===== src/hdl/dram_init_pkg.sv =====
// constants, field layout and state codes for the dram reset/program/init block
package dram_init_pkg;

   // -------------------------------------------------------------------
   // timing
   // -------------------------------------------------------------------
   localparam int CORE_CLK_HZ      = 25_000_000;
   localparam int TICK_US          = 1;        // one refresh-clock tick
   localparam int TICK_CYCLES      = (CORE_CLK_HZ / 1_000_000) * TICK_US;
   localparam int FINE_SHORT_US    = 13;       // refresh interval, bit set
   localparam int FINE_LONG_US     = 15;       // refresh interval, bit clear
   localparam int INIT_TOGGLES     = 4096;     // RAS toggles in the init burst
   localparam int RESET_HOLD_EDGES = 16;

   // -------------------------------------------------------------------
   // programming word layout
   // -------------------------------------------------------------------
   localparam int PROG_W             = 23;
   localparam int ROW_W              = 10;
   localparam int ADDR_W             = 11;
   localparam int ROW_LSB            = 0;
   localparam int COL_LSB            = 10;
   localparam int BANK_LSB           = 20;
   localparam int LATCH_MODE_POS     = 20;     // bank bit 0
   localparam int ACCESS_MODE_POS    = 21;     // bank bit 1
   localparam int ECAS_SEL_POS       = 22;
   localparam int REFRESH_INTERVAL_POS = 13;   // column bit 3
   localparam int WAIT_LSB           = 0;      // wait-logic field
   localparam int WAIT_W             = 2;
   localparam logic [PROG_W-1:0] PROG_RESET = 23'h00_0000;

   typedef enum logic [2:0] {
      ST_UNPROG = 3'b001,
      ST_INIT   = 3'b010,
      ST_READY  = 3'b100
   } ctl_state_t;

endpackage


===== src/hdl/dram_ctrl_if.sv =====
// carrier between the top block, the init refresher and the access sequencer
`timescale 1ns/1ps
interface dram_ctrl_if;
   import dram_init_pkg::*;
   logic              refresh_interval;
   logic              start_init;
   logic              init_busy;
   logic              init_ras_n;
   logic [ADDR_W-1:0] init_row;
   logic              seq_enable;
   logic              access_mode;
   logic              ecas_sel;
   logic              req_n;
   logic              strobe_n;
   logic [3:0]        cas_ext_n;
   logic              acc_start;
   logic              acc_ras_n;
   logic [3:0]        acc_cas_n;

   modport top (output refresh_interval, start_init, seq_enable,
                access_mode, ecas_sel, req_n, strobe_n, cas_ext_n,
                input init_busy, init_ras_n, init_row, acc_start,
                acc_ras_n, acc_cas_n);
   modport refresher (input refresh_interval, start_init,
                      output init_busy, init_ras_n, init_row);
   modport sequencer (input seq_enable, access_mode, ecas_sel, req_n,
                      strobe_n, cas_ext_n,
                      output acc_start, acc_ras_n, acc_cas_n);
endinterface


===== src/hdl/init_refresher.sv =====
// timed refresh burst that runs once after the first programming
`timescale 1ns/1ps
module init_refresher
   import dram_init_pkg::*;
#(
   parameter int CLK_DIVISOR = TICK_CYCLES
) (
   input  wire logic clk_i,
   input  wire logic rst_i,
   dram_ctrl_if.refresher ctl
);
   logic [15:0] pre_reg;
   logic [3:0]  fine_reg;
   logic [11:0] tog_reg;
   logic        busy_reg;
   logic        ras_n_reg;
   logic [ADDR_W-1:0] row_reg;
   wire  logic  tick   = (pre_reg == 16'(CLK_DIVISOR - 1));
   wire  logic [3:0] fine_max = ctl.refresh_interval ?
                      4'(FINE_SHORT_US - 1) : 4'(FINE_LONG_US - 1);
   wire  logic  toggle = busy_reg & tick & (fine_reg == fine_max);
   wire  logic  last   = (tog_reg == 12'(INIT_TOGGLES - 1));

   // prescaler and fine-tune counters; period = divisor * fine tune
   always_ff @(posedge clk_i or posedge rst_i) begin
      if (rst_i) begin
         pre_reg  <= 16'h0000;
         fine_reg <= 4'h0;
      end else if (ctl.start_init | tick) begin
         pre_reg  <= 16'h0000;
         fine_reg <= (ctl.start_init | (fine_reg == fine_max)) ?
                     4'h0 : fine_reg + 4'h1;
      end else begin
         pre_reg  <= pre_reg + 16'h0001;
      end
   end

   // burst: RAS toggles, row advances after each refresh low phase
   always_ff @(posedge clk_i or posedge rst_i) begin
      if (rst_i) begin
         busy_reg  <= 1'b0;
         ras_n_reg <= 1'b1;
         tog_reg   <= 12'h000;
         row_reg   <= 11'h000;
      end else if (ctl.start_init) begin
         busy_reg  <= 1'b1;
         ras_n_reg <= 1'b1;
         tog_reg   <= 12'h000;
         row_reg   <= 11'h000;
      end else if (toggle) begin
         ras_n_reg <= last ? 1'b1 : ~ras_n_reg;
         tog_reg   <= tog_reg + 12'h001;
         busy_reg  <= ~last;
         if (!ras_n_reg) begin
            row_reg <= row_reg + 11'h001;
         end
      end
   end

   assign ctl.init_busy  = busy_reg;
   assign ctl.init_ras_n = ras_n_reg;
   assign ctl.init_row   = row_reg;
endmodule // init_refresher


===== src/hdl/access_sequencer.sv =====
// port access RAS/CAS sequencing for both access modes
`timescale 1ns/1ps
module access_sequencer
   import dram_init_pkg::*;
(
   input  wire logic clk_i,
   input  wire logic rst_i,
   dram_ctrl_if.sequencer ctl
);
   logic       ale_reg;
   logic       ras_reg;
   logic [3:0] cas_reg;
   wire  logic mode1_go = ctl.seq_enable & ctl.access_mode
                        & ~ctl.strobe_n & ~ctl.req_n;
   wire  logic ale_seen = ctl.seq_enable & ~ctl.access_mode & ctl.strobe_n;
   wire  logic ras_on   = ras_reg | mode1_go;

   // latch-enable latch and held RAS; request release ends the access
   always_ff @(posedge clk_i or posedge rst_i) begin
      if (rst_i) begin
         ale_reg <= 1'b0;
         ras_reg <= 1'b0;
      end else begin
         ale_reg <= ale_seen | (ale_reg & ~ras_reg);
         if (ctl.req_n & ~ale_seen) begin
            ras_reg <= 1'b0;
         end else if (ale_reg | mode1_go) begin
            ras_reg <= 1'b1;
         end
      end
   end

   // per-output CAS: set after RAS, release with RAS or with extend input
   for (genvar i = 0; i < 4; i++) begin : g_cas
      always_ff @(posedge clk_i or posedge rst_i) begin
         if (rst_i) begin
            cas_reg[i] <= 1'b0;
         end else if (ctl.ecas_sel) begin
            cas_reg[i] <= ~ctl.cas_ext_n[i] & (ras_on | cas_reg[i]);
         end else begin
            cas_reg[i] <= ras_on & ~ctl.req_n;
         end
      end
   end

   assign ctl.acc_start = ras_on & ~ras_reg;
   assign ctl.acc_ras_n = ~ras_on;
   assign ctl.acc_cas_n = ~cas_reg;
endmodule // access_sequencer


===== src/hdl/dram_init_ctrl.sv =====
// dram controller reset detection, programming register and init control
`timescale 1ns/1ps
module dram_init_ctrl
   import dram_init_pkg::*;
#(
   parameter int CLK_DIVISOR = TICK_CYCLES   // cycles per refresh tick
) (
   input  wire logic              CORE_CLK_I,
   input  wire logic              RST_I,
   input  wire logic              MODE_LOAD_STROBE_N_I,
   input  wire logic              REFRESH_DISABLE_N_I,
   input  wire logic              CHIP_SELECT_N_I,
   input  wire logic              ACCESS_REQUEST_N_I,
   input  wire logic              ADDRESS_STROBE_N_I,
   input  wire logic              WRITE_N_I,
   input  wire logic [ROW_W-1:0]  ROW_ADDR_IN_I,
   input  wire logic [ROW_W-1:0]  COL_ADDR_IN_I,
   input  wire logic [1:0]        BANK_I,
   input  wire logic [3:0]        CAS_EXTEND_IN_N_I,
   output logic [3:0]             RAS_N_O,
   output logic [3:0]             CAS_N_O,
   output logic                   WE_N_O,
   output logic                   REFRESH_IN_PROGRESS_N_O,
   output logic                   TRANSFER_ACK_N_O,
   output logic [ADDR_W-1:0]      DRAM_ADDR_O,
   output logic [1:0]             BANK_O,
   output logic [WAIT_W-1:0]      WAIT_CONFIG_O,
   output logic                   PROGRAMMED_O
);

   // -------------------------------------------------------------------
   // internal state
   // -------------------------------------------------------------------
   dram_ctrl_if ctl ();

   ctl_state_t        state_reg;
   ctl_state_t        state_next;
   logic [4:0]        hold_cnt_reg;
   logic              ml_q_reg;
   logic              dis_q_reg;
   logic [PROG_W-1:0] shadow_reg;
   logic [PROG_W-1:0] prog_reg;
   logic [WAIT_W-1:0] wait_reg;
   logic              wait_applied_reg;
   logic              start_init_reg;
   logic [ROW_W-1:0]  row_lat_reg;
   logic [ROW_W-1:0]  col_lat_reg;
   logic [1:0]        bank_lat_reg;
   logic              cas_phase_reg;
   logic [ADDR_W-1:0] addr_reg;
   logic [ADDR_W-1:0] addr_next;
   logic [1:0]        bank_reg;

   // -------------------------------------------------------------------
   // external reset detection
   // -------------------------------------------------------------------
   // both strobes low together count toward the reset; any break restarts
   // the count so a short overlap during normal programming is harmless
   wire logic both_low   = ~MODE_LOAD_STROBE_N_I & ~REFRESH_DISABLE_N_I;
   wire logic hold_full  = (hold_cnt_reg == 5'(RESET_HOLD_EDGES - 1));
   wire logic soft_reset = both_low & hold_full;

   always_ff @(posedge CORE_CLK_I or posedge RST_I) begin
      if (RST_I) begin
         hold_cnt_reg <= 5'h00;
      end else if (!both_low) begin
         hold_cnt_reg <= 5'h00;
      end else if (!hold_full) begin
         hold_cnt_reg <= hold_cnt_reg + 5'h01;
      end
   end

   // -------------------------------------------------------------------
   // programming word capture
   // -------------------------------------------------------------------
   // previous-cycle levels of both strobes, for release and ordering
   always_ff @(posedge CORE_CLK_I or posedge RST_I) begin
      if (RST_I) begin
         ml_q_reg  <= 1'b1;
         dis_q_reg <= 1'b1;
      end else begin
         ml_q_reg  <= MODE_LOAD_STROBE_N_I;
         dis_q_reg <= REFRESH_DISABLE_N_I;
      end
   end

   // the word is sampled every cycle the strobe is low, so the value that
   // stood in the last cycle before release is the one that is loaded
   wire logic [PROG_W-1:0] live_word = {CAS_EXTEND_IN_N_I[0], BANK_I,
                                        COL_ADDR_IN_I, ROW_ADDR_IN_I};

   always_ff @(posedge CORE_CLK_I or posedge RST_I) begin
      if (RST_I) begin
         shadow_reg <= PROG_RESET;
      end else if (!MODE_LOAD_STROBE_N_I) begin
         shadow_reg <= live_word;
      end
   end

   // release of mode-load; refresh-disable must already have been high
   // on the previous edge, otherwise this is only the end of a reset
   wire logic ml_release = ~ml_q_reg & MODE_LOAD_STROBE_N_I;
   wire logic ordered    = dis_q_reg;
   // a load is refused while the init burst is refreshing
   wire logic commit     = ml_release & ordered & ~ctl.init_busy;

   // programming register: holds until the next load or reset
   always_ff @(posedge CORE_CLK_I or posedge RST_I) begin
      if (RST_I) begin
         prog_reg <= PROG_RESET;
      end else if (soft_reset) begin
         prog_reg <= PROG_RESET;
      end else if (commit) begin
         prog_reg <= shadow_reg;
      end
   end

   // -------------------------------------------------------------------
   // chip-selected programming access
   // -------------------------------------------------------------------
   // with mode-load low, a chip-selected request loads the wait field at
   // once and is answered one cycle later; the rest waits for release
   wire logic cs_prog = ~MODE_LOAD_STROBE_N_I & ~CHIP_SELECT_N_I
                      & ~ACCESS_REQUEST_N_I;

   always_ff @(posedge CORE_CLK_I or posedge RST_I) begin
      if (RST_I) begin
         wait_reg         <= '0;
         wait_applied_reg <= 1'b0;
      end else if (soft_reset) begin
         wait_reg         <= '0;
         wait_applied_reg <= 1'b0;
      end else begin
         wait_applied_reg <= cs_prog;
         if (cs_prog) begin
            wait_reg <= ROW_ADDR_IN_I[WAIT_LSB +: WAIT_W];
         end else if (commit) begin
            wait_reg <= shadow_reg[WAIT_LSB +: WAIT_W];
         end
      end
   end

   // acknowledge only after the wait field has taken effect
   assign TRANSFER_ACK_N_O = ~(cs_prog & wait_applied_reg);
   assign WAIT_CONFIG_O    = wait_reg;

   // -------------------------------------------------------------------
   // control state machine
   // -------------------------------------------------------------------
   // only a load from the unprogrammed state opens the init burst; loads
   // from the ready state keep it closed until the next reset
   always_comb begin
      state_next = state_reg;
      case (state_reg)
         ST_UNPROG: begin
            if (commit) begin
               state_next = ST_INIT;
            end
         end
         ST_INIT: begin
            if (!start_init_reg && !ctl.init_busy) begin
               state_next = ST_READY;
            end
         end
         ST_READY: begin
            state_next = ST_READY;
         end
         default: begin
            state_next = ST_UNPROG;
         end
      endcase
   end

   always_ff @(posedge CORE_CLK_I or posedge RST_I) begin
      if (RST_I) begin
         state_reg      <= ST_UNPROG;
         start_init_reg <= 1'b0;
      end else if (soft_reset) begin
         state_reg      <= ST_UNPROG;
         start_init_reg <= 1'b0;
      end else begin
         state_reg      <= state_next;
         start_init_reg <= (state_reg == ST_UNPROG) & commit;
      end
   end

   wire logic in_init  = (state_reg == ST_INIT);
   wire logic is_ready = (state_reg == ST_READY);
   assign PROGRAMMED_O = ~(state_reg == ST_UNPROG);

   // -------------------------------------------------------------------
   // field decode and links to the leaf modules
   // -------------------------------------------------------------------
   wire logic latch_mode_bit       = prog_reg[LATCH_MODE_POS];
   wire logic access_mode_bit      = prog_reg[ACCESS_MODE_POS];
   wire logic cas_extend_select    = prog_reg[ECAS_SEL_POS];
   wire logic refresh_interval_bit = prog_reg[REFRESH_INTERVAL_POS];

   assign ctl.refresh_interval = refresh_interval_bit;
   assign ctl.start_init       = start_init_reg;
   // accesses run only once programmed and outside a programming cycle
   assign ctl.seq_enable       = is_ready & MODE_LOAD_STROBE_N_I;
   assign ctl.access_mode      = access_mode_bit;
   assign ctl.ecas_sel         = cas_extend_select;
   assign ctl.req_n            = ACCESS_REQUEST_N_I;
   assign ctl.strobe_n         = ADDRESS_STROBE_N_I;
   assign ctl.cas_ext_n        = CAS_EXTEND_IN_N_I;

   init_refresher #(
      .CLK_DIVISOR (CLK_DIVISOR)
   ) u_refresher (
      .clk_i (CORE_CLK_I),
      .rst_i (RST_I),
      .ctl   (ctl.refresher)
   );

   access_sequencer u_sequencer (
      .clk_i (CORE_CLK_I),
      .rst_i (RST_I),
      .ctl   (ctl.sequencer)
   );

   // -------------------------------------------------------------------
   // address latches
   // -------------------------------------------------------------------
   // latch mode 0 freezes the inputs at acc_start, which only fires in access mode 1; latch mode 1 lets
   // them flow straight through, so the host must hold them stable
   always_ff @(posedge CORE_CLK_I or posedge RST_I) begin
      if (RST_I) begin
         row_lat_reg  <= '0;
         col_lat_reg  <= '0;
         bank_lat_reg <= 2'h0;
      end else if (ctl.acc_start) begin
         row_lat_reg  <= ROW_ADDR_IN_I;
         col_lat_reg  <= COL_ADDR_IN_I;
         bank_lat_reg <= BANK_I;
      end
   end

   wire logic [ROW_W-1:0] row_eff  = latch_mode_bit ? ROW_ADDR_IN_I
                                                    : row_lat_reg;
   wire logic [ROW_W-1:0] col_eff  = latch_mode_bit ? COL_ADDR_IN_I
                                                    : col_lat_reg;
   wire logic [1:0]       bank_eff = latch_mode_bit ? BANK_I
                                                    : bank_lat_reg;

   // -------------------------------------------------------------------
   // dram address outputs
   // -------------------------------------------------------------------
   // column is driven once any CAS of the access is low
   wire logic any_cas = ~(&ctl.acc_cas_n);

   always_comb begin
      if (in_init) begin
         addr_next = ctl.init_row;
      end else if (any_cas | cas_phase_reg) begin
         addr_next = {1'b0, col_eff};
      end else begin
         addr_next = {1'b0, row_eff};
      end
   end

   always_ff @(posedge CORE_CLK_I or posedge RST_I) begin
      if (RST_I) begin
         cas_phase_reg <= 1'b0;
         addr_reg      <= '0;
         bank_reg      <= 2'h0;
      end else begin
         cas_phase_reg <= ~ctl.acc_ras_n & ~in_init;
         addr_reg      <= addr_next;
         bank_reg      <= bank_eff;
      end
   end

   assign DRAM_ADDR_O = addr_reg;
   assign BANK_O      = bank_reg;

   // -------------------------------------------------------------------
   // strobe outputs
   // -------------------------------------------------------------------
   // the init burst owns RAS and keeps CAS high; refresh never extends CAS
   assign RAS_N_O = in_init ? {4{ctl.init_ras_n}}
                            : {4{ctl.acc_ras_n}};
   assign CAS_N_O = in_init ? 4'hF
                            : ctl.acc_cas_n;

   assign REFRESH_IN_PROGRESS_N_O = ~(in_init & ctl.init_busy);

   // refresh request (low while the burst runs) when CAS extend is selected, else write enable
   wire logic refresh_request_out_n = ~ctl.init_busy;
   assign WE_N_O = cas_extend_select ? refresh_request_out_n
                                     : WRITE_N_I;

endmodule // dram_init_ctrl


===== config.mk =====
export PLATFORM = sky130hd
export DESIGN_NAME = dram_init_ctrl
export DESIGN_NICKNAME = d
export VERILOG_FILES = /design/src/hdl/dram_init_pkg.sv /design/src/hdl/dram_ctrl_if.sv /design/src/hdl/init_refresher.sv /design/src/hdl/access_sequencer.sv /design/src/hdl/dram_init_ctrl.sv
export SDC_FILE = /design/constraint.sdc
export NUM_CORES = 1
export LEC_CHECK = 0
export ABC_AREA = 1
export BUFFER_PORTS_ARGS = -buffer_cell sky130_fd_sc_hd__buf_2
export CAP_MARGIN = 25
export CELL_PAD_IN_SITES_DETAIL_PLACEMENT = 0
export CELL_PAD_IN_SITES_GLOBAL_PLACEMENT = 1
export CORE_ASPECT_RATIO = 0.8
export CORE_MARGIN = 4
export CORE_UTILIZATION = 47
export CTS_CLUSTER_SIZE = 8
export DETAILED_ROUTE_END_ITERATION = 8
export PLACE_DENSITY_LB_ADDON = 0.25
export SLEW_MARGIN = 20
export SYNTH_ARGS = -nofsm -noshare
export SYNTH_HDL_FRONTEND = slang
export SYNTH_HIERARCHICAL = 1
export SYNTH_SLANG_ARGS = --single-unit

===== constraint.sdc =====
create_clock -name CORE_CLK_I -period 4.9 [get_ports CORE_CLK_I]
set_clock_uncertainty 0.2 [all_clocks]
set_input_delay 0.245 -clock CORE_CLK_I [delete_from_list [all_inputs] [get_ports CORE_CLK_I]]
set_output_delay 0.245 -clock CORE_CLK_I [all_outputs]
set_load 0.02 [all_outputs]

### Word-level counts from Yosys, hierarchy flattened

Cells that the tools add are included.

| operators by class | value |
|---|---|
| add/subtract/negate cells | 5 |
| eq/ne operators | 11 |
| mux-type cells | 40 |
| bitwise operators | 60 |
| reduce and logical (&&, ||, !) cells | 10 |

Operators with widths:

| cell | number |
|---|---|
| $mux 23 | 2 |
| $mux 11 | 4 |
| $mux 10 | 3 |
| $and 1x1->1 | 27 |
| $mux 12 | 2 |
| $not 1->1 | 22 |
| $add 16x1->16 const B | 1 |
| $eq 16x5->1 const B | 1 |
| $mux 16 | 1 |
| $mux 1 | 14 |
| $add 12x1->12 const B | 1 |
| $eq 12x12->1 const B | 1 |
| $mux 4 | 3 |
| $add 11x1->11 const B | 1 |
| $mux 2 | 5 |
| $mux 5 | 2 |
| $or 1x1->1 | 10 |
| $mux 3 | 3 |
| $pmux 3 s3 | 1 |
| $reduce_bool 2->1 | 3 |
| $add 5x1->5 const B | 1 |
| $eq 5x4->1 const B | 1 |
| $add 4x1->4 const B | 1 |
| $eq 4x4->1 | 1 |
| 12 further kinds | 15 |

| storage, ports and cells | value |
|---|---|
| flip-flop bits (word level) | 147 |
| word-level logic and storage cells | 153 |

### Logic depth before layout (Yosys ltp)

Gate-level depths: netlist of run 1.

| logic depth | value |
|---|---|
| depth after elaboration | 9 |
| mapped depth | 12 |

### Cells and area by module

Netlist of run 1, hierarchy kept.

By module, submodules not included:

| module | times used | cells an instance | area each (um2) | sequential area each (um2) |
|---|---|---|---|---|
| dram_init_ctrl | 1 | 396 | 3,089.2 | 1,505.2 |
| init_refresher | 1 | 365 | 2,636.3 | 1,127.3 |
| access_sequencer | 1 | 45 | 317.8 | 150.1 |

### Worst setup path before layout of run 1

OpenSTA, ideal clock, no wires.

| timing | value |
|---|---|
| path kind | register to output |
| start point | reg state_reg[0] |
| end point | out RAS_N_O[1] |
| data arrival time | 1,724 ps |
| data required time | 4,455 ps |
| setup slack | 2,731 ps |
| cell stages (with the launch flop) | 13 |
| buffers on the path | 1 |
| path through | dfstp_2 > inv_2 > nand3_1 > nor2_1 > nand2_1 > inv_1 > nand2_2 > nand2_2 > inv_1 > or2_2 > inv_1 > nor2_1 > buf_4 |

| on the way | value |
|---|---|
| longest elaborated chain between the ends | 8 |
| elaborated cells on any way between the ends | 9 |
| those cells by class | 2 x eq/ne; 1 x mux; 6 x bitwise |

RTL lines:

| item | line | text |
|---|---|---|
| start: declaration | dram_init_ctrl.sv:36 | `ctl_state_t state_reg;` |
| start signal: assignment | dram_init_ctrl.sv:182 | `state_reg <= state_next;` |
| $eq 3x3->1 | dram_init_ctrl.sv:188 | `wire logic is_ready = (state_reg == ST_READY);` |
| $and 1x1->1 | dram_init_ctrl.sv:202 | `assign ctl.seq_enable = is_ready & MODE_LOAD_STROBE_N_I;` |
| named net ctl.seq_enable | dram_ctrl_if.sv:10 | `logic seq_enable;` |
| $and 1x1->1 | access_sequencer.sv:13 | `wire logic mode1_go = ctl.seq_enable & ctl.access_mode` |
| $and 1x1->1 (2 in a row) | access_sequencer.sv:14 | `& ~ctl.strobe_n & ~ctl.req_n;` |
| $or 1x1->1 | access_sequencer.sv:16 | `wire logic ras_on = ras_reg \| mode1_go;` |
| $not 1->1 | access_sequencer.sv:47 | `assign ctl.acc_ras_n = ~ras_on;` |
| named net ctl.acc_ras_n | dram_ctrl_if.sv:17 | `logic acc_ras_n;` |
| $mux 4 | dram_init_ctrl.sv:282 | `assign RAS_N_O = in_init ? {4{ctl.init_ras_n}}` |
| end: declaration | dram_init_ctrl.sv:20 | `output logic [3:0] RAS_N_O,` |

The timed path passes the listed nets, and every way through them passes these cells.

### Worst setup path in the final report of run 1

| timing | value |
|---|---|
| start point | in MODE_LOAD_STROBE_N_I |
| end point | out RAS_N_O[3] |

| on the way | value |
|---|---|
| longest elaborated chain between the ends | 7 |

RTL lines:

| item | line | text |
|---|---|---|
| start: declaration | dram_init_ctrl.sv:10 | `input wire logic MODE_LOAD_STROBE_N_I,` |
| $and 1x1->1 | dram_init_ctrl.sv:202 |  |
| named net ctl.seq_enable | dram_ctrl_if.sv:10 |  |
| $and 1x1->1 | access_sequencer.sv:13 |  |
| $and 1x1->1 (2 in a row) | access_sequencer.sv:14 |  |
| $or 1x1->1 | access_sequencer.sv:16 |  |
| $not 1->1 | access_sequencer.sv:47 |  |
| named net ctl.acc_ras_n | dram_ctrl_if.sv:17 |  |
| $mux 4 | dram_init_ctrl.sv:282 |  |

The timed path passes the listed nets, and every way through them passes these cells.

==> results of run 1 <==
[area by class of cell]
type	instances	area share [%]
clock buffer	10	3.25
timing repair buffer	93	8.93
tap	171	3.04
clock inverter	6	1.55
sequential	111	39.6
multi-input combinational	554	37.3
inverter	118	6.37
[placed cells by master, fill, tap and decap left out, types with 3 or more instances in the layout]
cell | synthesis | layout
dfrtp_1 | 107 | 107
nor2_2 | 9 | 10
inv_1 | 111 | 110
nand3_2 | 11 | 11
nand2_1 | 260 | 260
dlygate4sd3_1 | 0 | 29
o21ai_1 | 3 | 3
bufinv_16 | 0 | 3
a21oi_1 | 12 | 12
or2_2 | 6 | 6
nor2_4 | 4 | 4
nor3b_1 | 4 | 4
o21ai_0 | 52 | 52
nor2_1 | 84 | 83
nand2_2 | 10 | 10
ha_1 | 7 | 7
xor2_1 | 7 | 7
buf_2 | 4 | 60
dfstp_2 | 4 | 4
nand3_1 | 46 | 46
nand2_4 | 4 | 4
nand4_1 | 15 | 15
clkbuf_16 | 0 | 9
buf_4 | 6 | 3
inv_2 | 5 | 6
nor3_1 | 10 | 10
[report_power, final]
group / total [uW] / internal, uW / switching [uW]
sequential: 1160 / 1050 / 112
clock: 836 / 499 / 336
combinational: 766 / 264 / 502
[worst max path at each step]
stage | start | end | cells after the start
after floorplan | state_reg[0] | RAS_N_O[1] | 12
final | MODE_LOAD_STROBE_N_I | RAS_N_O[3] | 13
after global placement | ctl.start_init | u_refresher/pre_reg[11] | 5
after detailed placement | ctl.start_init | u_refresher/pre_reg[11] | 5
after CTS | MODE_LOAD_STROBE_N_I | RAS_N_O[1] | 13
after global routing | MODE_LOAD_STROBE_N_I | RAS_N_O[1] | 13
[per-layer routing]
layer | track usage [%] | part of all wire, % | wire length, um | vias up
met3 | 4.85 | 4.2 | 588 | 13
li1 | - | - | - | 2648
met1 | 28.7 | 50 | 6930 | 2462
met5 | 0 | 0 | 0 | -
met4 | 4.87 | 1.2 | 165 | 0
met2 | 31.8 | 45 | 6190 | 96
[worst min-delay path, delay by kind of cell]
kind / cells / cell delay, ps
buf+inv: 2 / 110
simple gates: 2 / 190
[metrics by stage]
step	cells	total power, uW	worst slack [ps]	hold WS [ps]
finish	1063	2770	2050	25.9
global route	1063	2940	1850	30.1
CTS	1062	2780	2050	1.20
detailed placement	1017	1920	2590	11.7
global placement	1017	1900	2680	-1.16
floorplan	806	1740	2730	-164
[kinds of logic (layout without fill, tap and decap cells)]
family / Yosys count / in the layout / synth area share, %
flip-flops: 111 / 111 / 46.0
AND/OR/NAND/NOR: 467 / 467 / 34.5
buffers and inverters: 141 / 227 / 10.6
AO/OA/AOI/OAI: 73 / 73 / 6.48
XOR/XNOR: 7 / 7 / 1.01
adder cells (fa/ha/maj): 7 / 7 / 1.45
[repair_timing]
action / in CTS / in global routing
endpoints found under the hold margin: 141 / 0
resized for setup: 0 / 0
hold buffers: 29 / 0
==> impl_results.md, run 1 <==
- Crit. End Element: output port
- Total negative setup slack: 0 ps
- Seq cells post-synth: 111
- Routed WL per cell: 13.1 um
- Fmax: 351 MHz
- Port buffer count: 60
- Yosys cell types: 36
- Top cells by area, synth: dfrtp_1, nand2_1, inv_1
- CP delay by family, top: buffers and inverters
- Antenna-violating nets left: 0
- Ys async rst share: 100%
- Post-Syn Instances: 806
- Number of synthesized flops with an enable pin: 0
- RSZ-0062 raised after global routing: false
- Syn Std Cell Area: 6040 um2
- Final min period: 2850 ps
- Clock tree buffer depth: 2
- Nets: 928
- Final WL: around 14 mm
- CP bufs+invs: 7
- Setup CP Type: input pin to output port
- Most common cell on crit path: inv_1
- Arrival time at the worst endpoint: 2400 ps
- Vias in the first global route: 5036
- Root Buffer Master: clkbuf_16
- Area of placed instances: 6390 um2
- Area of the multi-input gates: 2630 um2
- MaxCap Viol Count: 0
- Yosys warning count: 6
- Top FF cell, synth: dfrtp_1
- Slowest stage delay, CP: about 520 ps
- Measured slew at the worst slew-check pin: 781 ps
- Run status: finished, final reports clean
- Register area: approximately 2800 um2
- 1st-iter DRT viols: 418
- Syn Nets: 847
- Initial antenna violation count: 0
- Cell area after layout: between 7000 and 8000 um2
- Final Core Density: 56.8%
- Die Ht: 109 um
- # rows: 36
- Register area share after synthesis: 46.0%
- Reg2Reg Capture Point: u_refresher/pre_reg[5]
- CTS tree: done
- Post-DP HPWL: 9.75 mm
- Setup violators final: 0
- Max FFs per register: 16
- Fin. max-slew vios: 0
- Residual DRC: 0
- Worst r2r src: ctl.start_init
- # diodes: 0
- Top Ports: 61
- Worst EP required: 4450 ps
- Most frequent cell after synthesis: nand2_1
- Fin. Hold Viols: 0
- Clock latency on the worst-skew pair: 350 ps
- Drt first pass iters: 5
- Slowest-stage cell, CP: dlygate4sd3_1
- Initial Util: 48.8%
- Power density over cell area: 393 nW/um2
- Worst-path clk slew: 70 ps
- Reg-to-reg slack, setup: 2550 ps
- Largest net degree at the start of global routing: 61
- P_leak: around 0.0037 uW
- Path depth of the worst reg2reg path: 5
- CTS buffer count: 9
- Vias post-DR: 5219
- Layout cell share with drive strength beyond 1: 15.6%
- DIE WIDTH: 135 um
- Vias per cell: 4.91
- Full die area: 14700 um2
- Synth area leader: dfrtp_1
- Worst setup SP type: input pin
- GRT Util Overall: 20.3%
- Worst vdd ir: 0.232 mV
- GPL Wtd Cong: 0.842
- Post-synth top area share: 44.3%
- First-pass GRT wire length: 23.8 mm
- Fillers: 1193
- Worst Path Max Fanout: 11
- Clock sinks: roughly 110
- Hold Crit Endpoint: wait_applied_reg
- Layout Area Growth over Synthesis: 16.4%
- Syn avg cell area: between 7 and 8 um2
- Core ar.: around 12000 um2
- Hold Path Class: input pin to flip-flop
- Worst-path cell chain: dlygate4sd3_1 > buf_2 > inv_1 > nor2_1 > nand2_1 > inv_1 > nand2_2 > nand2_2 > inv_1 > or2_2 > inv_1 > nor2_1 > buf_2
- Gr ovfl total: 0
- Post-synth top cells: nand2_1, inv_1, dfrtp_1
- Fin crit share: about three fifths
- Min-delay src: CHIP_SELECT_N_I
- Post-CTS setup buffers: 0
- Slew HR: 47.9%
- Hold path depth: 4
- H-Tree Depth: 3
Power figures use the tool's default switching activity.
==> run 2: changes to the inputs <==
Settings changed: ABC_AREA 1 to 0, CORE_UTILIZATION 47 to 42.
Clock period 4.9 ns to 2.6 ns, I/O delays scaled along.
==> impl_results.md, run 2 <==
- Run status: finished, final reports clean
- Worst setup SP type: flip-flop
- Drt first pass iters: 4 (-1)
- H-Tree Depth: 3 (unchanged)
- Fin. max-slew vios: 0 (unchanged)
- Hold Path Class: input pin to async pin
- Clock sinks: 111 (unchanged)
- Worst vdd ir: 0.340 mV (+47%)
- Core ar.: 13000 um2 (+4.6%)
- Switch share: 31.7% (-2.6 points)
- Largest net degree at the start of global routing: 46 (-25%)
- Leading cell types in the layout, fill and taps excluded: dfrtp_1, buf_2, a21oi_1, mux2_2
- Cell area after layout: 6680 um2 (-5.1%)
- Post-DP HPWL: 8.50 mm (-13%)
- GPL Wtd Cong: 0.762 (-9.6%)
- Setup violators final: 0 (unchanged)
- Worst-path clk slew: 70 ps (about the same)
- Worst EP required: 2270 ps (-2180 ps)
- Vias in the first global route: 4316 (-14%)
- Yosys cell types: 51 (+42%)
- Nets: 654 (-30%)
- Total negative setup slack: 0 ps (unchanged)
- Yosys warning count: 6 (unchanged)
- Initial Util: 43.1% (-5.7 points)
- P_leak: 0.00300 uW (-19%)
- RSZ-0062 raised after global routing: false
- Commonest non-fill, non-tap cell in the layout: dfrtp_1
- Number of synthesized flops with an enable pin: 0 (unchanged)
- Ys async rst share: 100% (unchanged)
- Max FFs per register: 16 (unchanged)
- Syn Std Cell Area: 5590 um2 (-7.5%)
- # rows: 37 (+2.8%)
- Register area: 2780 um2 (unchanged)
- Final min period: 2420 ps
- Full die area: 15200 um2 (+3.2%)
- Die Ht: 111 um (+1.6%)
- Top Ports: 61 (unchanged)
- Vias per cell: 5.40 (+9.9%)
- Syn avg cell area: 10.6 um2 (+41%)
- Layout Area Growth over Synthesis: 19.5%
- Top FF cell, synth: dfrtp_1
- Post-synth top area share: 47.9% (+3.6 points)
- Synth area leader: dfrtp_1
- Area of the multi-input gates: 2540 um2 (-3.1%)
- Clock latency on the worst-skew pair: 350 ps (about the same)
- Combinational fraction of design power: 25.6% (-2.1 points)
- Power share of the clock group: 28.4% (-1.8 points)
- Routed WL per cell: 15.9 um (+22%)
- Worst Path Max Fanout: 8 (-3)
- Sequential power share: 45.9% (+3.8 points)
- Most frequent cell after synthesis: dfrtp_1
- Clock tree buffer depth: 2 (unchanged)
- Register area share after synthesis: 49.8% (+3.8 points)
- Int Pwr: 3190 uW (+76%)
- Global Route met1 Usage: 25.2% (-3.5 points)
- Post-Syn Instances: 527 (-35%)
- DIE WIDTH: 137 um (+1.6%)
- Fin crit share: 93.0%
- Top cells by area, synth: dfrtp_1, mux2_2, a21oi_1
- Residual DRC: 0 (unchanged)
- Seq cells post-synth: 111 (unchanged)
- Layout cell share with drive strength beyond 1: 24.4% (+8.9 points)
- Global-route track usage on met3: 3.77% (-1.1 points)
- Antenna-violating nets left: 0 (unchanged)
- Measured slew at the worst slew-check pin: 813 ps (+32.4 ps)
- Power density over cell area: 700 nW/um2 (+78%)
- MaxCap Viol Count: 0 (unchanged)
- Global routing's busiest layer: met2
- CTS tree: done
- Fin. Hold Viols: 0 (unchanged)
- Final WL: 12.6 mm (-9.0%)
- # diodes: 0 (unchanged)
- Port buffer count: 60 (unchanged)
- Setup CP Type: flip-flop to output port
- CTS buffer count: 9 (unchanged)
- Crit. End Element: output port
- Gr ovfl total: 0 (unchanged)
- Root Buffer Master: clkbuf_16
- Syn Nets: 568 (-33%)
- Slew HR: 45.7% (-2.2 points)
- Area of placed instances: 6070 um2 (-5.0%)
- Fmax: 413 MHz
- Path depth of the worst reg2reg path: 6 (+1)
- First-pass GRT wire length: 21.6 mm (-9.4%)
- GRT Util Overall: 17.6% (-2.7 points)
- Switch Pwr: 1480 uW (+56%)
- 1st-iter DRT viols: 253 (-39%)
- Met2 global-route usage: 27.0% (-4.8 points)
- Post-synth top cells: dfrtp_1, a21oi_1, mux2_2
- Arrival time at the worst endpoint: 2090 ps (-310 ps)
- Vias post-DR: 4279 (-18%)
- Fillers: 1183 (-0.84%)
- Initial antenna violation count: 0 (unchanged)
==> run 2: cell type report <==
| cell class | instances | share of cell area (%) |
|---|---|---|
| clock buffer | 12 | 3.84 |
| clock inverter | 4 | 0.412 |
| inverter | 27 | 1.52 |
| multi-input combinational | 358 | 38.1 |
| sequential | 111 | 41.7 |
| tap | 175 | 3.28 |
| timing repair buffer | 106 | 11.2 |
==> run 2: repair_timing <==
| action | 4_1_cts | 5_1_grt |
|---|---|---|
| hold buffers | 32 | 0 |
| buffers inserted | 0 | 0 |
| endpoints found under the setup margin | 0 | 4 |
| hold endpoints to repair | 129 | 0 |
| gates resized for setup | 0 | 1 |
==> run 2: worst paths after layout <==
| kind | startpoint | endpoint | slack [ps] |
|---|---|---|---|
| worst max-delay path | state_reg[2] | RAS_N_O[2] | 180 |
| worst min-delay path | RST_I | u_sequencer/cas_reg[1] | 70 |
| worst max register to register | u_refresher/pre_reg[0] | u_refresher/ctl.init_row[2] | 260 |
| worst min register to register | u_refresher/pre_reg[0] | u_refresher/pre_reg[0] | 290 |
| max in group asynchronous | RST_I | DRAM_ADDR_O[10] | 1260 |
| min in group CORE_CLK_I | REFRESH_DISABLE_N_I | dis_q_reg | 220 |
==> run 2: kinds of logic after synthesis <==
| kind of cell | count (synthesis) | share of synthesized area [%] |
|---|---|---|
| AOI/OAI and AO/OA | 97 | 10.5 |
| xor gates and xnor gates | 15 | 2.49 |
| adders and majority gates | 7 | 1.57 |
| buffers and inverters | 58 | 4.95 |
| DFF | 111 | 49.8 |
| muxes | 60 | 11.7 |
| and+or+nand+nor | 179 | 19.0 |
==> run 2: worst max-delay path, cell delays in order, from the launching register on <==
cell,delay (ps)
dfrtp_1,460
nor4bb_2,370
and4bb_4,340
nor2_1,80
mux2_2,320
buf_2,170
==> run 2: power groups by stage <==
stage / clock [uW] / sequential [uW] / combinational (uW)
after detailed placement: 0 / 2180 / 1170
after global routing: 1440 / 2180 / 1320
after floorplan: 0 / 2210 / 793
after CTS: 1380 / 2150 / 1210
final: 1330 / 2150 / 1200
after global placement: 0 / 2170 / 1150
==> run 2: per-layer routing <==
layer	part of all wire, %	wire, um
met1	50	6260
met2	45	5660
met3	4.2	531
met4	1.4	178
met5	0	0
==> run 2: per-stage QoR <==
step | power, uW | worst slack [ps] | hold slack, ps | util, % | cells
6_report | 4670 | 181 | 71.4 | 51.5 | 793
3_5_place_dp | 3350 | 292 | -114 | 46.8 | 745
5_1_grt | 4940 | 45.6 | 91.8 | 51.5 | 793
3_3_place_gp | 3330 | 354 | -117 | 46.8 | 745
4_1_cts | 4730 | 139 | 50.2 | 51.5 | 793
2_1_floorplan | 3000 | 402 | -279 | - | 527
==> run 3: changes to the inputs <==
Settings changed: CORE_UTILIZATION 42 to 46.
Clock period 2.6 ns to 2.55 ns, I/O delays scaled along.
==> impl_results.md, run 3 (same netlist as run 2, synthesis figures left out) <==
- Layout Area Growth over Synthesis: 18.5%
- # rows: 35 (-5.4%)
- First-pass GRT wire length: 22.2 mm (+3.1%)
- Run status: finished, final reports clean
- Worst Path Max Fanout: 8 (unchanged)
- Setup CP Type: flip-flop to output port
- Register area: 2780 um2 (unchanged)
- Final WL: 12.7 mm (+0.72%)
- Largest net degree at the start of global routing: 46 (unchanged)
- Post-DP HPWL: 8.72 mm (+2.6%)
- Place WS: 285 ps (-7.01 ps)
- Setup ws final: 147 ps (-33.6 ps)
- Max FFs per register: 16 (unchanged)
- GPL Wtd Cong: 0.792 (+3.9%)
- Initial Util: 47.8% (+4.7 points)
- Layout cell share with drive strength beyond 1: 24.3% (-0.16 points)
- Vias per cell: 5.68 (+5.3%)
- Fillers: 997 (-16%)
- Final min period: 2400 ps
- CP bufs+invs: 1 (unchanged)
- Setup violators final: 0 (unchanged)
- H-Tree Depth: 3 (unchanged)
- MaxCap Viol Count: 0 (unchanged)
- Fmax: 416 MHz
- Clock tree buffer depth: 2 (unchanged)
- Clock latency on the worst-skew pair: 340 ps (about the same)
- Slowest-stage cell, CP: dfrtp_1
- Worst-path clk slew: 70 ps (about the same)
- Worst setup SP type: flip-flop
- Initial antenna violation count: 0 (unchanged)
- Vias post-DR: 4351 (+1.7%)
- Commonest non-fill, non-tap cell in the layout: dfrtp_1
- Fin. max-slew vios: 0 (unchanged)
- Area of the multi-input gates: 2540 um2 (-0.25%)
- RSZ-0062 raised after global routing: false
- Layout Cells excl Fill: 766 (-3.4%)
- Die Ht: 107 um (-4.1%)
- Worst EP required: 2220 ps (-50 ps)
- Measured slew at the worst slew-check pin: 745 ps (-68.7 ps)
- Clock sinks: 111 (unchanged)
- DIE WIDTH: 131 um (-4.2%)
- Routed WL per cell: 16.6 um (+4.3%)
- CP delay by family, top: simple AND/OR/NAND/NOR gates
- Worst vdd ir: 0.317 mV (-7.0%)
- Leading cell types in the layout, fill and taps excluded: dfrtp_1, buf_2, a21oi_1, mux2_2
- Hold Path Class: input pin to async pin
- Vias in the first global route: 4459 (+3.3%)
- Nets: 654 (unchanged)
- Fin. Hold Viols: 0 (unchanged)
- Top Ports: 61 (unchanged)
- Slowest stage delay, CP: 450 ps (about the same)
- Drt first pass iters: 4 (unchanged)
- Full die area: 14000 um2 (-8.1%)
- Power density over cell area: 714 nW/um2 (+2.1%)
- Gr ovfl total: 0 (unchanged)
- CTS buffer count: 9 (unchanged)
- Crit. End Element: output port
- Cell Count Post-Placement: 718 (-3.6%)
- GRT Util Overall: 19.2% (+1.6 points)
- # diodes: 0 (unchanged)
- Worst-path cell chain: nor4bb_1 > and4bb_4 > nor2_1 > mux2_2 > buf_2
- Residual DRC: 0 (unchanged)
- Port buffer count: 60 (unchanged)
- Core ar.: 11700 um2 (-9.8%)
- 1st-iter DRT viols: 292 (+15%)
- CTS tree: done
- Root Buffer Master: clkbuf_16
- Arrival time at the worst endpoint: 2080 ps (about the same)
- Fin crit share: approximately 94%
- Total negative setup slack: 0 ps (unchanged)
- Antenna-violating nets left: 0 (unchanged)
- P_leak: 0.00299 uW (-0.26%)
- Slew HR: 50.3% (+4.6 points)
-- run 3: metal layers --
metal / up-vias / track usage (%) / part of all wire [%]
met5: - / 0 / 0
met4: 0 / 5.17 / 1.1
met3: 11 / 3.66 / 3.4
met2: 88 / 30.4 / 45
met1: 2166 / 27.3 / 50
li1: 2086 / - / -
-- run 3: worst paths after layout --
check | start | end | slack (ps) | depth (start not counted)
setup reg to reg | state_reg[2] | col_lat_reg[4] | 260 | 5
setup / recovery | state_reg[2] | RAS_N_O[0] | 150 | 5
hold reg to reg | u_refresher/pre_reg[0] | u_refresher/pre_reg[0] | 290 | 1
min in group CORE_CLK_I | REFRESH_DISABLE_N_I | dis_q_reg | 230 | 2
max in group asynchronous | RST_I | DRAM_ADDR_O[7] | 1160 | 4
hold / removal | RST_I | u_sequencer/cas_reg[0] | 70 | 3
-- run 3: worst register-to-register path, delay by kind of cell (launching register included) --
kind / cells / cell delay (ps)
simple gates: 3 / 970
mux: 1 / 370
buf+inv: 1 / 190
flops: 1 / 450
-- run 3: timing repair --
item / 4_1_cts / 5_1_grt
setup buffers: 0 / 0
hold buffers: 32 / 0
resized for setup: 0 / 0
hold endpoints to repair: 128 / 0
-- run 3: layout make-up --
type	instances	area share, %
Clock buffer	11	3.67
Timing Repair Buffer	106	11.2
Multi-Input combinational cell	358	38.3
Sequential cell	111	42.0
Clock inverter	5	0.491
Tap cell	148	2.80
Inverter	27	1.53
-- run 3: stage by stage --
step	hold slack (ps)	total power [uW]	utilization [%]	cell area [um2]
2_1_floorplan	-282	3060	-	5590
3_3_place_gp	-116	3380	51.5	6020
3_5_place_dp	-112	3410	51.5	6020
4_1_cts	59.7	4780	56.6	6620
5_1_grt	111	4990	56.6	6620
6_report	67.9	4730	56.6	6620
-- run 3: power by group --
| part | switching, uW | total (uW) | internal (uW) |
|---|---|---|---|
| logic | 693 | 1240 | 547 |
| registers | 190 | 2170 | 1980 |
| clock network | 628 | 1320 | 691 |
